$ cat src/frame_ctrl_pkg.sv
// constants for the frame handling, checksum, acknowledge and source-match control block
`default_nettype none
package frame_ctrl_pkg;
   // ----------------------------------------
   // register indices (byte address = index * 4)
   // ----------------------------------------
   localparam int ADDR_W = 18;
   localparam logic [15:0] IDX_SHORT_LO = 16'h6183;
   localparam logic [15:0] IDX_SHORT_MID = 16'h6184;
   localparam logic [15:0] IDX_SHORT_HI = 16'h6185;
   localparam logic [15:0] IDX_EXT_LO = 16'h6186;
   localparam logic [15:0] IDX_EXT_MID = 16'h6187;
   localparam logic [15:0] IDX_EXT_HI = 16'h6188;
   localparam logic [15:0] IDX_FRAME_CTRL = 16'h6189;
   localparam logic [15:0] IDX_IRQ_STATUS = 16'h6190;
   localparam logic [15:0] IDX_IRQ_ENABLE = 16'h6191;
   localparam logic [15:0] IDX_IRQ_CLEAR = 16'h6192;
   localparam logic [15:0] IDX_SHORT_PEND = 16'h6193;
   localparam logic [15:0] IDX_EXT_PEND = 16'h6194;
   // ----------------------------------------
   // fields and reset values
   // ----------------------------------------
   localparam int APPEND_BIT = 7;
   localparam int AUTO_CHECKSUM_ENABLE_BIT = 6;
   localparam int AUTOACK_BIT = 5;
   localparam logic [7:0] FRAME_CTRL_RESET = 8'h40;
   localparam int NUM_EV = 4;
   localparam int EV_RX_DONE = 0;
   localparam int EV_TX_DONE = 1;
   localparam int EV_TX_UNDERFLOW = 2;
   localparam int EV_ACK_SENT = 3;
   localparam logic [1:0] RESP_OKAY = 2'h0;
   localparam logic [1:0] RESP_SLVERR = 2'h2;
   // ----------------------------------------
   // checksum and match index
   // ----------------------------------------
   localparam logic [15:0] CRC_INIT = 16'h0000;
   localparam logic [15:0] CRC_POLY = 16'h8408;
   localparam logic [15:0] CRC_RESIDUE = 16'h0000;
   localparam logic [8:0] FCS_BYTES = 9'h002;
   localparam logic [6:0] NO_MATCH = 7'h7F;
   localparam logic [6:0] EXT_INDEX_BASE = 7'h20;
   // ----------------------------------------
   // timing
   // ----------------------------------------
   localparam int CLK_PERIOD_NS = 4;
   localparam int SYMBOL_NS = 16000;
   localparam int ACK_SYMBOLS = 12;
   localparam int ACK_DELAY_CYCLES = (ACK_SYMBOLS * SYMBOL_NS) / CLK_PERIOD_NS;
   typedef enum {TX_PASS, TX_CRC_LO, TX_CRC_HI} tx_state_type;
endpackage : frame_ctrl_pkg
`default_nettype wire

$ cat src/frame_crc_ack_srcmatch_ctrl.sv
// frame checksum, status append, auto acknowledge and source-match enable control
//
// The AXI4-Lite interface to the registers is this design's own decision.
`timescale 1ns/10ps
`default_nettype none
// Notes on behaviour
// - 24-bit short-entry enable over three registers
// - 24-bit word enables 12 extended entries
// - extended writes: only even bits stored
// - extended reads: entry shows on both bits
// - append select ignored without auto checksum
// - select 0: strength, crc-good, correlation appended
// - select 1: strength, crc-good, match index
// - transmit appends generated CRC-16 when enabled
// - receive checks CRC, stores status word instead
// - checksum off: received CRC bytes stored unchanged
// - checksum setting leaves acknowledgements unchanged
// - auto acknowledge twelve symbols after good frame
// - pending match needs address and pending enable
module frame_crc_ack_srcmatch_ctrl
   import frame_ctrl_pkg::*;
#(
   parameter int ACK_DELAY = ACK_DELAY_CYCLES
) (
   input wire logic sys_clk,
   input wire logic reset,
   input wire logic [ADDR_W-1:0] awaddr,
   input wire logic awvalid,
   output logic awready,
   input wire logic [31:0] wdata,
   input wire logic [3:0] wstrb,
   input wire logic wvalid,
   output logic wready,
   output logic [1:0] bresp,
   output logic bvalid,
   input wire logic bready,
   input wire logic [ADDR_W-1:0] araddr,
   input wire logic arvalid,
   output logic arready,
   output logic [31:0] rdata,
   output logic [1:0] rresp,
   output logic rvalid,
   input wire logic rready,
   output logic irq,
   input wire logic [7:0] rxData,
   input wire logic rxValid,
   input wire logic rxLast,
   input wire logic [7:0] rssi,
   input wire logic [6:0] correlation,
   input wire logic addrAccepted,
   input wire logic ackRequested,
   output logic [7:0] queueData,
   output logic queueValid,
   input wire logic [23:0] shortHit,
   input wire logic [11:0] extHit,
   output logic [6:0] matchedEntryIndex,
   output logic pendingMatch,
   input wire logic [7:0] txBufData,
   input wire logic txBufValid,
   input wire logic txBufLast,
   output logic txBufReady,
   output logic [7:0] airData,
   output logic airValid,
   output logic txUnderflow,
   output logic ackSend
);
   localparam int ACK_W = $clog2(ACK_DELAY + 1);

   function automatic logic [15:0] crcNext(input logic [15:0] c, input logic [7:0] d);
      logic [15:0] x;
      x = c;
      for (int i = 0; i < 8; i++) begin
         x = (x[0] ^ d[i]) ? ((x >> 1) ^ CRC_POLY) : (x >> 1);
      end
      return x;
   endfunction : crcNext

   // short entries win over extended, lowest entry first
   function automatic logic [6:0] firstHit(input logic [23:0] s, input logic [11:0] e);
      logic [6:0] r;
      r = NO_MATCH;
      for (int i = 11; i >= 0; i--) begin
         if (e[i]) r = EXT_INDEX_BASE | 7'(i);
      end
      for (int i = 23; i >= 0; i--) begin
         if (s[i]) r = 7'(i);
      end
      return r;
   endfunction : firstHit

   function automatic logic [23:0] merge24(input logic [23:0] o, input logic [31:0] d, input logic [3:0] s);
      logic [23:0] r;
      r = o;
      for (int i = 0; i < 3; i++) begin
         if (s[i]) r[i*8 +: 8] = d[i*8 +: 8];
      end
      return r;
   endfunction : merge24

   logic [23:0] shortEn_r;
   logic [11:0] extEn_r;
   logic [23:0] shortPend_r;
   logic [11:0] extPend_r;
   logic [2:0] ctrl_r;
   logic [NUM_EV-1:0] irqStatus_r;
   logic [NUM_EV-1:0] irqEnable_r;
   logic awHeld_r;
   logic wHeld_r;
   logic [ADDR_W-1:0] awAddr_r;
   logic [31:0] wData_r;
   logic [3:0] wStrb_r;
   logic [15:0] wrIdx;
   logic [15:0] rdIdx;
   logic wrHit;
   logic rdHit;
   logic doWrite;
   logic lane0;
   logic [31:0] rdVal;
   logic [23:0] extRd;
   logic appendSel;
   logic auto_checksum_enable;
   logic autoAck;

   assign appendSel = ctrl_r[2];
   assign auto_checksum_enable = ctrl_r[1];
   assign autoAck = ctrl_r[0];

   // ----------------------------------------
   // bus slave
   // ----------------------------------------
   assign awready = !awHeld_r && !bvalid;
   assign wready = !wHeld_r && !bvalid;
   assign arready = !rvalid;
   assign doWrite = awHeld_r && wHeld_r && !bvalid;
   assign wrIdx = awAddr_r[ADDR_W-1:2];
   assign rdIdx = araddr[ADDR_W-1:2];
   assign lane0 = wStrb_r[0];

   always_ff @(posedge sys_clk) begin
      if (reset) begin
         awHeld_r <= 1'b0;
         wHeld_r <= 1'b0;
         awAddr_r <= '0;
         wData_r <= 32'h0000_0000;
         wStrb_r <= 4'h0;
         bvalid <= 1'b0;
         bresp <= RESP_OKAY;
      end else begin
         if (awvalid && awready) begin
            awHeld_r <= 1'b1;
            awAddr_r <= awaddr;
         end
         if (wvalid && wready) begin
            wHeld_r <= 1'b1;
            wData_r <= wdata;
            wStrb_r <= wstrb;
         end
         if (doWrite) begin
            awHeld_r <= 1'b0;
            wHeld_r <= 1'b0;
            bvalid <= 1'b1;
            bresp <= wrHit ? RESP_OKAY : RESP_SLVERR;
         end else if (bvalid && bready) begin
            bvalid <= 1'b0;
         end
      end
   end

   always_comb begin
      case (wrIdx)
         IDX_SHORT_LO, IDX_SHORT_MID, IDX_SHORT_HI, IDX_EXT_LO, IDX_EXT_MID, IDX_EXT_HI,
         IDX_FRAME_CTRL, IDX_IRQ_ENABLE, IDX_IRQ_CLEAR, IDX_SHORT_PEND, IDX_EXT_PEND: wrHit = 1'b1;
         default: wrHit = 1'b0;
      endcase
   end

   always_comb begin
      for (int i = 0; i < 24; i++) begin
         extRd[i] = extEn_r[i/2];
      end
   end

   always_comb begin
      rdHit = 1'b1;
      rdVal = 32'h0000_0000;
      case (rdIdx)
         IDX_SHORT_LO: rdVal[7:0] = shortEn_r[7:0];
         IDX_SHORT_MID: rdVal[7:0] = shortEn_r[15:8];
         IDX_SHORT_HI: rdVal[7:0] = shortEn_r[23:16];
         IDX_EXT_LO: rdVal[7:0] = extRd[7:0];
         IDX_EXT_MID: rdVal[7:0] = extRd[15:8];
         IDX_EXT_HI: rdVal[7:0] = extRd[23:16];
         IDX_FRAME_CTRL: rdVal[7:5] = ctrl_r;
         IDX_IRQ_STATUS: rdVal[NUM_EV-1:0] = irqStatus_r;
         IDX_IRQ_ENABLE: rdVal[NUM_EV-1:0] = irqEnable_r;
         IDX_IRQ_CLEAR: rdVal = 32'h0000_0000;
         IDX_SHORT_PEND: rdVal[23:0] = shortPend_r;
         IDX_EXT_PEND: rdVal[11:0] = extPend_r;
         default: rdHit = 1'b0;
      endcase
   end

   always_ff @(posedge sys_clk) begin
      if (reset) begin
         rvalid <= 1'b0;
         rdata <= 32'h0000_0000;
         rresp <= RESP_OKAY;
      end else if (arvalid && arready) begin
         rvalid <= 1'b1;
         rdata <= rdVal;
         rresp <= rdHit ? RESP_OKAY : RESP_SLVERR;
      end else if (rvalid && rready) begin
         rvalid <= 1'b0;
      end
   end

   // ----------------------------------------
   // configuration registers
   // ----------------------------------------
   always_ff @(posedge sys_clk) begin
      if (reset) begin
         shortEn_r <= 24'h00_0000;
         extEn_r <= 12'h000;
         ctrl_r <= FRAME_CTRL_RESET[7:5];
         irqEnable_r <= '0;
         shortPend_r <= 24'h00_0000;
         extPend_r <= 12'h000;
      end else if (doWrite) begin
         case (wrIdx)
            IDX_SHORT_LO: if (lane0) shortEn_r[7:0] <= wData_r[7:0];
            IDX_SHORT_MID: if (lane0) shortEn_r[15:8] <= wData_r[7:0];
            IDX_SHORT_HI: if (lane0) shortEn_r[23:16] <= wData_r[7:0];
            IDX_EXT_LO: if (lane0) extEn_r[3:0] <= {wData_r[6], wData_r[4], wData_r[2], wData_r[0]};
            IDX_EXT_MID: if (lane0) extEn_r[7:4] <= {wData_r[6], wData_r[4], wData_r[2], wData_r[0]};
            IDX_EXT_HI: if (lane0) extEn_r[11:8] <= {wData_r[6], wData_r[4], wData_r[2], wData_r[0]};
            IDX_FRAME_CTRL: if (lane0) ctrl_r <= wData_r[APPEND_BIT:AUTOACK_BIT];
            IDX_IRQ_ENABLE: if (lane0) irqEnable_r <= wData_r[NUM_EV-1:0];
            IDX_SHORT_PEND: shortPend_r <= merge24(shortPend_r, wData_r, wStrb_r);
            IDX_EXT_PEND: extPend_r <= 12'(merge24({12'h000, extPend_r}, wData_r, wStrb_r));
            default: ;
         endcase
      end
   end

   // ----------------------------------------
   // source match result
   // ----------------------------------------
   // disabled entries are invisible, so software may rewrite them safely
   always_ff @(posedge sys_clk) begin
      if (reset) begin
         matchedEntryIndex <= NO_MATCH;
         pendingMatch <= 1'b0;
      end else begin
         matchedEntryIndex <= firstHit(shortHit & shortEn_r, extHit & extEn_r);
         pendingMatch <= |(shortHit & shortEn_r & shortPend_r) || |(extHit & extEn_r & extPend_r);
      end
   end

   // ----------------------------------------
   // receive path
   // ----------------------------------------
   logic [15:0] rxCrc_r;
   logic rxFirst_r;
   logic [7:0] hold_r;
   logic holdValid_r;
   logic stat2_r;
   logic [7:0] stat2Byte_r;
   logic [15:0] rxCrcNow;
   logic rxGood;
   logic [6:0] selLow;

   assign rxCrcNow = rxFirst_r ? CRC_INIT : crcNext(rxCrc_r, rxData);
   assign rxGood = (rxCrcNow == CRC_RESIDUE);
   assign selLow = appendSel ? matchedEntryIndex : correlation;

   // length byte is not covered by the checksum
   always_ff @(posedge sys_clk) begin
      if (reset) begin
         rxCrc_r <= CRC_INIT;
         rxFirst_r <= 1'b1;
      end else if (rxValid) begin
         rxCrc_r <= rxCrcNow;
         rxFirst_r <= rxLast;
      end
   end

   // one byte held back so the checksum bytes can be swapped for status
   always_ff @(posedge sys_clk) begin
      if (reset) begin
         queueValid <= 1'b0;
         queueData <= 8'h00;
         hold_r <= 8'h00;
         holdValid_r <= 1'b0;
         stat2_r <= 1'b0;
         stat2Byte_r <= 8'h00;
      end else begin
         queueValid <= 1'b0;
         stat2_r <= 1'b0;
         if (stat2_r) begin
            queueValid <= 1'b1;
            queueData <= stat2Byte_r;
         end
         if (rxValid) begin
            if (!auto_checksum_enable) begin
               queueValid <= 1'b1;
               queueData <= rxData;
               holdValid_r <= 1'b0;
            end else if (rxLast) begin
               queueValid <= 1'b1;
               queueData <= rssi;
               stat2_r <= 1'b1;
               stat2Byte_r <= {rxGood, selLow};
               holdValid_r <= 1'b0;
            end else begin
               queueValid <= holdValid_r || stat2_r;
               if (holdValid_r) queueData <= hold_r;
               hold_r <= rxData;
               holdValid_r <= 1'b1;
            end
         end
      end
   end

   // ----------------------------------------
   // auto acknowledge
   // ----------------------------------------
   logic [ACK_W-1:0] ackCnt_r;
   logic ackCause;

   // independent of the checksum setting
   assign ackCause = rxValid && rxLast && autoAck && addrAccepted && ackRequested && rxGood;

   always_ff @(posedge sys_clk) begin
      if (reset) begin
         ackCnt_r <= '0;
         ackSend <= 1'b0;
      end else begin
         ackSend <= 1'b0;
         if (ackCause) begin
            ackCnt_r <= ACK_W'(ACK_DELAY);
         end else if (ackCnt_r == ACK_W'(1)) begin
            ackCnt_r <= '0;
            ackSend <= 1'b1;
         end else if (ackCnt_r != '0) begin
            ackCnt_r <= ackCnt_r - ACK_W'(1);
         end
      end
   end

   // ----------------------------------------
   // transmit path
   // ----------------------------------------
   tx_state_type txState;
   logic [15:0] txCrc_r;
   logic txFirst_r;
   logic [7:0] txLen_r;
   logic [7:0] txCount_r;
   logic txDone_r;
   logic txFire;
   logic [8:0] txNeed;
   logic [8:0] txGot;
   logic txShort;

   assign txBufReady = (txState == TX_PASS);
   assign txFire = txBufValid && txBufReady;
   assign txNeed = auto_checksum_enable ? ({1'b0, txLen_r} - FCS_BYTES) : {1'b0, txLen_r};
   assign txGot = txFirst_r ? 9'h000 : ({1'b0, txCount_r} + 9'h001);
   assign txShort = txGot < txNeed;

   always_ff @(posedge sys_clk) begin
      if (reset) begin
         txCrc_r <= CRC_INIT;
      end else if (txFire) begin
         txCrc_r <= txFirst_r ? CRC_INIT : crcNext(txCrc_r, txBufData);
      end
   end

   // an underflowing frame is cut, so no checksum follows it
   always_ff @(posedge sys_clk) begin
      if (reset) begin
         txState <= TX_PASS;
         airValid <= 1'b0;
         airData <= 8'h00;
         txFirst_r <= 1'b1;
         txLen_r <= 8'h00;
         txCount_r <= 8'h00;
         txUnderflow <= 1'b0;
         txDone_r <= 1'b0;
      end else begin
         airValid <= 1'b0;
         txUnderflow <= 1'b0;
         txDone_r <= 1'b0;
         case (txState)
            TX_PASS: begin
               if (txFire) begin
                  airValid <= 1'b1;
                  airData <= txBufData;
                  txFirst_r <= txBufLast;
                  if (txFirst_r) begin
                     txLen_r <= txBufData;
                     txCount_r <= 8'h00;
                  end else begin
                     txCount_r <= txCount_r + 8'h01;
                  end
                  if (txBufLast) begin
                     if (txShort) txUnderflow <= 1'b1;
                     else if (auto_checksum_enable) txState <= TX_CRC_LO;
                     else txDone_r <= 1'b1;
                  end
               end
            end
            TX_CRC_LO: begin
               airValid <= 1'b1;
               airData <= txCrc_r[7:0];
               txState <= TX_CRC_HI;
            end
            TX_CRC_HI: begin
               airValid <= 1'b1;
               airData <= txCrc_r[15:8];
               txState <= TX_PASS;
               txDone_r <= 1'b1;
            end
            default: txState <= TX_PASS;
         endcase
      end
   end

   // ----------------------------------------
   // interrupts
   // ----------------------------------------
   logic [NUM_EV-1:0] events;
   logic [NUM_EV-1:0] clearMask;

   always_comb begin
      events = '0;
      events[EV_RX_DONE] = rxValid && rxLast;
      events[EV_TX_DONE] = txDone_r;
      events[EV_TX_UNDERFLOW] = txUnderflow;
      events[EV_ACK_SENT] = ackSend;
   end

   assign clearMask = (doWrite && wrIdx == IDX_IRQ_CLEAR && lane0) ? wData_r[NUM_EV-1:0] : '0;

   // a new event wins over a clear in the same cycle
   always_ff @(posedge sys_clk) begin
      if (reset) irqStatus_r <= '0;
      else irqStatus_r <= (irqStatus_r & ~clearMask) | events;
   end

   assign irq = |(irqStatus_r & irqEnable_r);
endmodule : frame_crc_ack_srcmatch_ctrl
`default_nettype wire

$ cat config.mk
export PLATFORM = sky130hd
export DESIGN_NAME = frame_crc_ack_srcmatch_ctrl
export DESIGN_NICKNAME = d
export VERILOG_FILES = /design/src/frame_ctrl_pkg.sv /design/src/frame_crc_ack_srcmatch_ctrl.sv
export SDC_FILE = /design/constraint.sdc
export NUM_CORES = 1
export LEC_CHECK = 0
export BUFFER_PORTS_ARGS = -buffer_cell sky130_fd_sc_hd__buf_2
export CELL_PAD_IN_SITES_DETAIL_PLACEMENT = 0
export CELL_PAD_IN_SITES_GLOBAL_PLACEMENT = 1
export CORE_ASPECT_RATIO = 0.6
export CORE_MARGIN = 10
export CORE_UTILIZATION = 45
export DETAILED_ROUTE_END_ITERATION = 10
export PLACE_DENSITY_LB_ADDON = 0.1
export SKIP_CTS_REPAIR_TIMING = 1
export SLEW_MARGIN = 20
export SYNTH_ARGS = -nofsm -noshare
export SYNTH_HDL_FRONTEND = slang
export SYNTH_SLANG_ARGS = --single-unit
export TNS_END_PERCENT = 30
$ cat constraint.sdc
create_clock -name sys_clk -period 4.95 [get_ports sys_clk]
set_input_delay 0.2475 -clock sys_clk [delete_from_list [all_inputs] [get_ports sys_clk]]
set_output_delay 0.2475 -clock sys_clk [all_outputs]
set_load 0.01 [all_outputs]
==> run_results.csv <==
group,metric,value,unit
run_status,status,"finished with violations",
run_status,violations,"negative hold slack",
critical_path,cp-end-kind,"register",
logic_synthesis,synth-compound-area-share,0.154,
global_route,grt_max_degree,203,
routing,vias,11900,
power,pwr-share-clk,0.396,
timing,setup_viol,0,
routing,wire_per_inst,20.4,um
critical_path,worst-path-max-fanout,25,
logic_synthesis,synth_top_area_cell,"dfxtp_1",
finish,final_cell_area,15400,um^2
clocking,clk_path_buf_depth,3,
logic_synthesis,ys_async_sr_fraction,0,
timing,layout_setup_ws,2.08,ns
critical_path,worstPathBufferInverterCount,1,
power,power-per-cell-area,351,nW/um^2
logic_synthesis,synth_top_family_by_area,"simple AND/OR/NAND/NOR gates",
placement,dp.cells,2021,
global_route,grt_pass1_vias,11100,
finish,area_growth,19.6,%
critical_path,worstSetupPathType,"reg2reg",
global_route,grt-ovfl-total,0,
routing,route.detailed.drc,0,
logic_synthesis,synth_simple_gate_area_frac,0.224,
global_route,grt_pass1_wl,65000,um
critical_path,path_depth,7,
clocking,cts.sinks,271,
placement,placed_area,14000,um^2
finish,n_fill_cell,2698,
timing,drv_slew,0,
floorplanning,die_area,36000,um^2
power,sw_frac_of_total,0.279,
floorplanning,core,27900,um^2
timing,setup_tns,0,ns
finish,register_area,5430,um^2
power,finalPower,5.41,mW
finish,layoutNonFillerInstCount,2117,
logic_synthesis,synth-adder-area-share,0.0192,
logic_synthesis,synth_edf_count,0,
placement,io_buffers,199,
critical_path,slowest_stage,"a2111oi_0",
routing,drt_iter0_markers,1136,
power,leakage,6.19,nW
power,ir_drop,196,uV
job,max-cap-violations,0,
power,p_seq_frac,0.447,
timing,period_share,0.580,
logic_synthesis,synthCells,1542,
logic_synthesis,synthTopCellsByArea,"dfxtp_1 (42%), mux2i_1 (7.6%), nand2_1 (6.6%)",
critical_path,critical_path_arrival,3.30,ns
timing,hold_violations,6,
floorplanning,die_w,238,um
logic_synthesis,netlist.area_leader.share,0.421,
critical_path,cp-start-kind,"register",
timing,finClkSkew,0.0195,ns
critical_path,reg2regPathDepth,7,
clocking,cts_tree,"yes",
critical_path,crit_chain,"buf_4 -> xnor2_1 -> ha_1 -> a21o_1 -> a2111oi_0 -> o21ai_0 -> a2111oi_0",
clocking,cts_inserted_buffers,27,
timing,tightest_slew,1.12,ns
finish,diodes,0,
power,p_int,3.90,mW
placement,dp_hpwl,32200,um
logic_synthesis,synth_area_per_cell,8.35,um^2
logic_synthesis,seq_area_frac_synth,0.421,
floorplanning,ios,223,
global_route,antenna_found_initial,0,
timing,rsz0062_at_grt,"false",
routing,dr.pass1.iters,7,
placement,dp_slack,1.89,ns
clocking,clockRootBuffer,"clkbuf_16",
floorplanning,initial_utilization,0.462,
logic_synthesis,synth_warnings,0,
global_route,grtUsageTotal,0.229,
clocking,htree_levels,1,
hold_path,hold_depth,3,
routing,vias_per_cell,5.61,
power,p_comb_frac,0.158,
floorplanning,die_h,151,um
logic_synthesis,netlist_area,12900,um^2
critical_path,cpLargestDelayFamily,"compound AO/OA/AOI/OAI gates",
timing,holdWs,-0.0209,ns
hold_path,hold_class,"in2reg",
routing,wl,43200,um
finish,drive_gt1_frac,0.168,
critical_path,critical_path_required,5.37,ns
logic_synthesis,synth_cell_types,66,
logic_synthesis,synth_xor_xnor_area_share,0.0469,
timing,finalCriticalPeriod,2.87,ns
logic_synthesis,ys_seq_elements,271,
finish,nNetsFinal,1901,
placement,routabilityCongestion,0.958,
finish,postLayoutCoreUtil,0.553,
power,switchingPower,1.51,mW
critical_path,critPathMaxStageDelay,0.78,ns
timing,max_slew_margin,0.253,
routing,ant_nets,0,
timing,clock.fmax,348,MHz
clocking,clk_latency,0.56,ns
clocking,clk_pin_slew,0.07,ns
logic_synthesis,ys.flop_type,"dfxtp_1",
critical_path,path_common_cell,"a2111oi_0",
finish,multiInputGateArea,7000,um^2
logic_synthesis,synth_mux_area_frac,0.0963,
floorplanning,rows,47,
## final cells by class
cell class,count,share of cell area
sequential,271,0.352
inverter,15,0.00365
multi-input combinational,1161,0.454
clock inverter,12,0.0102
timing repair buffer,254,0.100
tap,367,0.0298
clock buffer,37,0.0495
## cell usage in the layout, fill, tap and decap left out, types with 7 or more instances in the layout
cell and n:
buf_2 198, nand3_1 90, nor4_1 9, nor2_1 201, nand4_1 16, a211oi_1 20
a222oi_1 7, a22o_1 8, and3_1 11, o21ai_0 27, xor2_1 26, conb_1 10
xnor2_1 43, buf_4 7, mux2_2 23, mux2i_1 98, nand2_1 225, dlygate4sd3_1 47
dfxtp_1 271, a22oi_1 48, o211ai_1 11, a31oi_1 11, a21oi_1 132, inv_1 15
clkbuf_16 27, ha_1 19, nor3_1 20, a221oi_1 14
## kinds of logic after synthesis
kind of cell / after synthesis
simple gates: 633
compound gates: 308
flops: 271
mux: 121
buf+inv: 119
xor+xnor: 69
fa+ha+maj: 20
other cells: 1
## worst register-to-register path: stages (launching register included)
cell and delay (ns):
dfxtp_1 0.39, buf_4 0.31, xnor2_1 0.18, ha_1 0.25
a21o_1 0.17, a2111oi_0 0.78, o21ai_0 0.23, a2111oi_0 0.46
## flip-flops by register name (all words and copies together) (netlist names), 16 cells and up
register	flops
ackCnt_r	16
shortPend_r	24
wData_r	24
rxCrc_r	16
rdata	24
shortEn_r	24
awAddr_r	16
txCrc_r	16
## per-layer routing
layer	GRT usage	share of wire	vias to the layer above
li1	-	-	5800
met1	0.337	0.49	5635
met2	0.324	0.40	396
met3	0.0646	0.088	53
met4	0.0408	0.015	0
met5	0.00550	0	-
## cell usage after synthesis (all sizes together), types with 6 or more instances
cell	number
nand2	225
a21oi	132
o21ai	27
nor2	204
xnor2	43
nand3	91
inv	15
a22o	8
nor3	23
dfxtp	271
nor4	11
o211ai	11
mux2i	98
ha	19
nor3b	6
xor2	26
a211oi	20
buf	18
a222oi	7
a31oi	11
a22oi	48
clkbuf	86
mux2	23
and3	11
nand4	16
a221oi	14
## worst paths after layout
check	start	to	slack [ns]
setup reg to reg	ctrl_r[1]	txUnderflow	2.08
setup / recovery	ctrl_r[1]	txUnderflow	2.08
hold / removal	txBufLast	txFirst_r	-0.02
hold reg to reg	rdata[14]	rdata[14]	0.45
## power by group through the flow
| stage | clock [mW] | combinational [mW] | sequential [mW] |
|---|---|---|---|
| finish | 2.14 | 0.853 | 2.42 |
| global route | 2.26 | 0.963 | 2.43 |
| global placement | 0 | 0.808 | 2.46 |
| detailed placement | 0 | 0.817 | 2.46 |
| CTS | 2.18 | 0.824 | 2.41 |
| floorplan | 0 | 0.608 | 2.42 |
(Power assumes the default switching activity.)
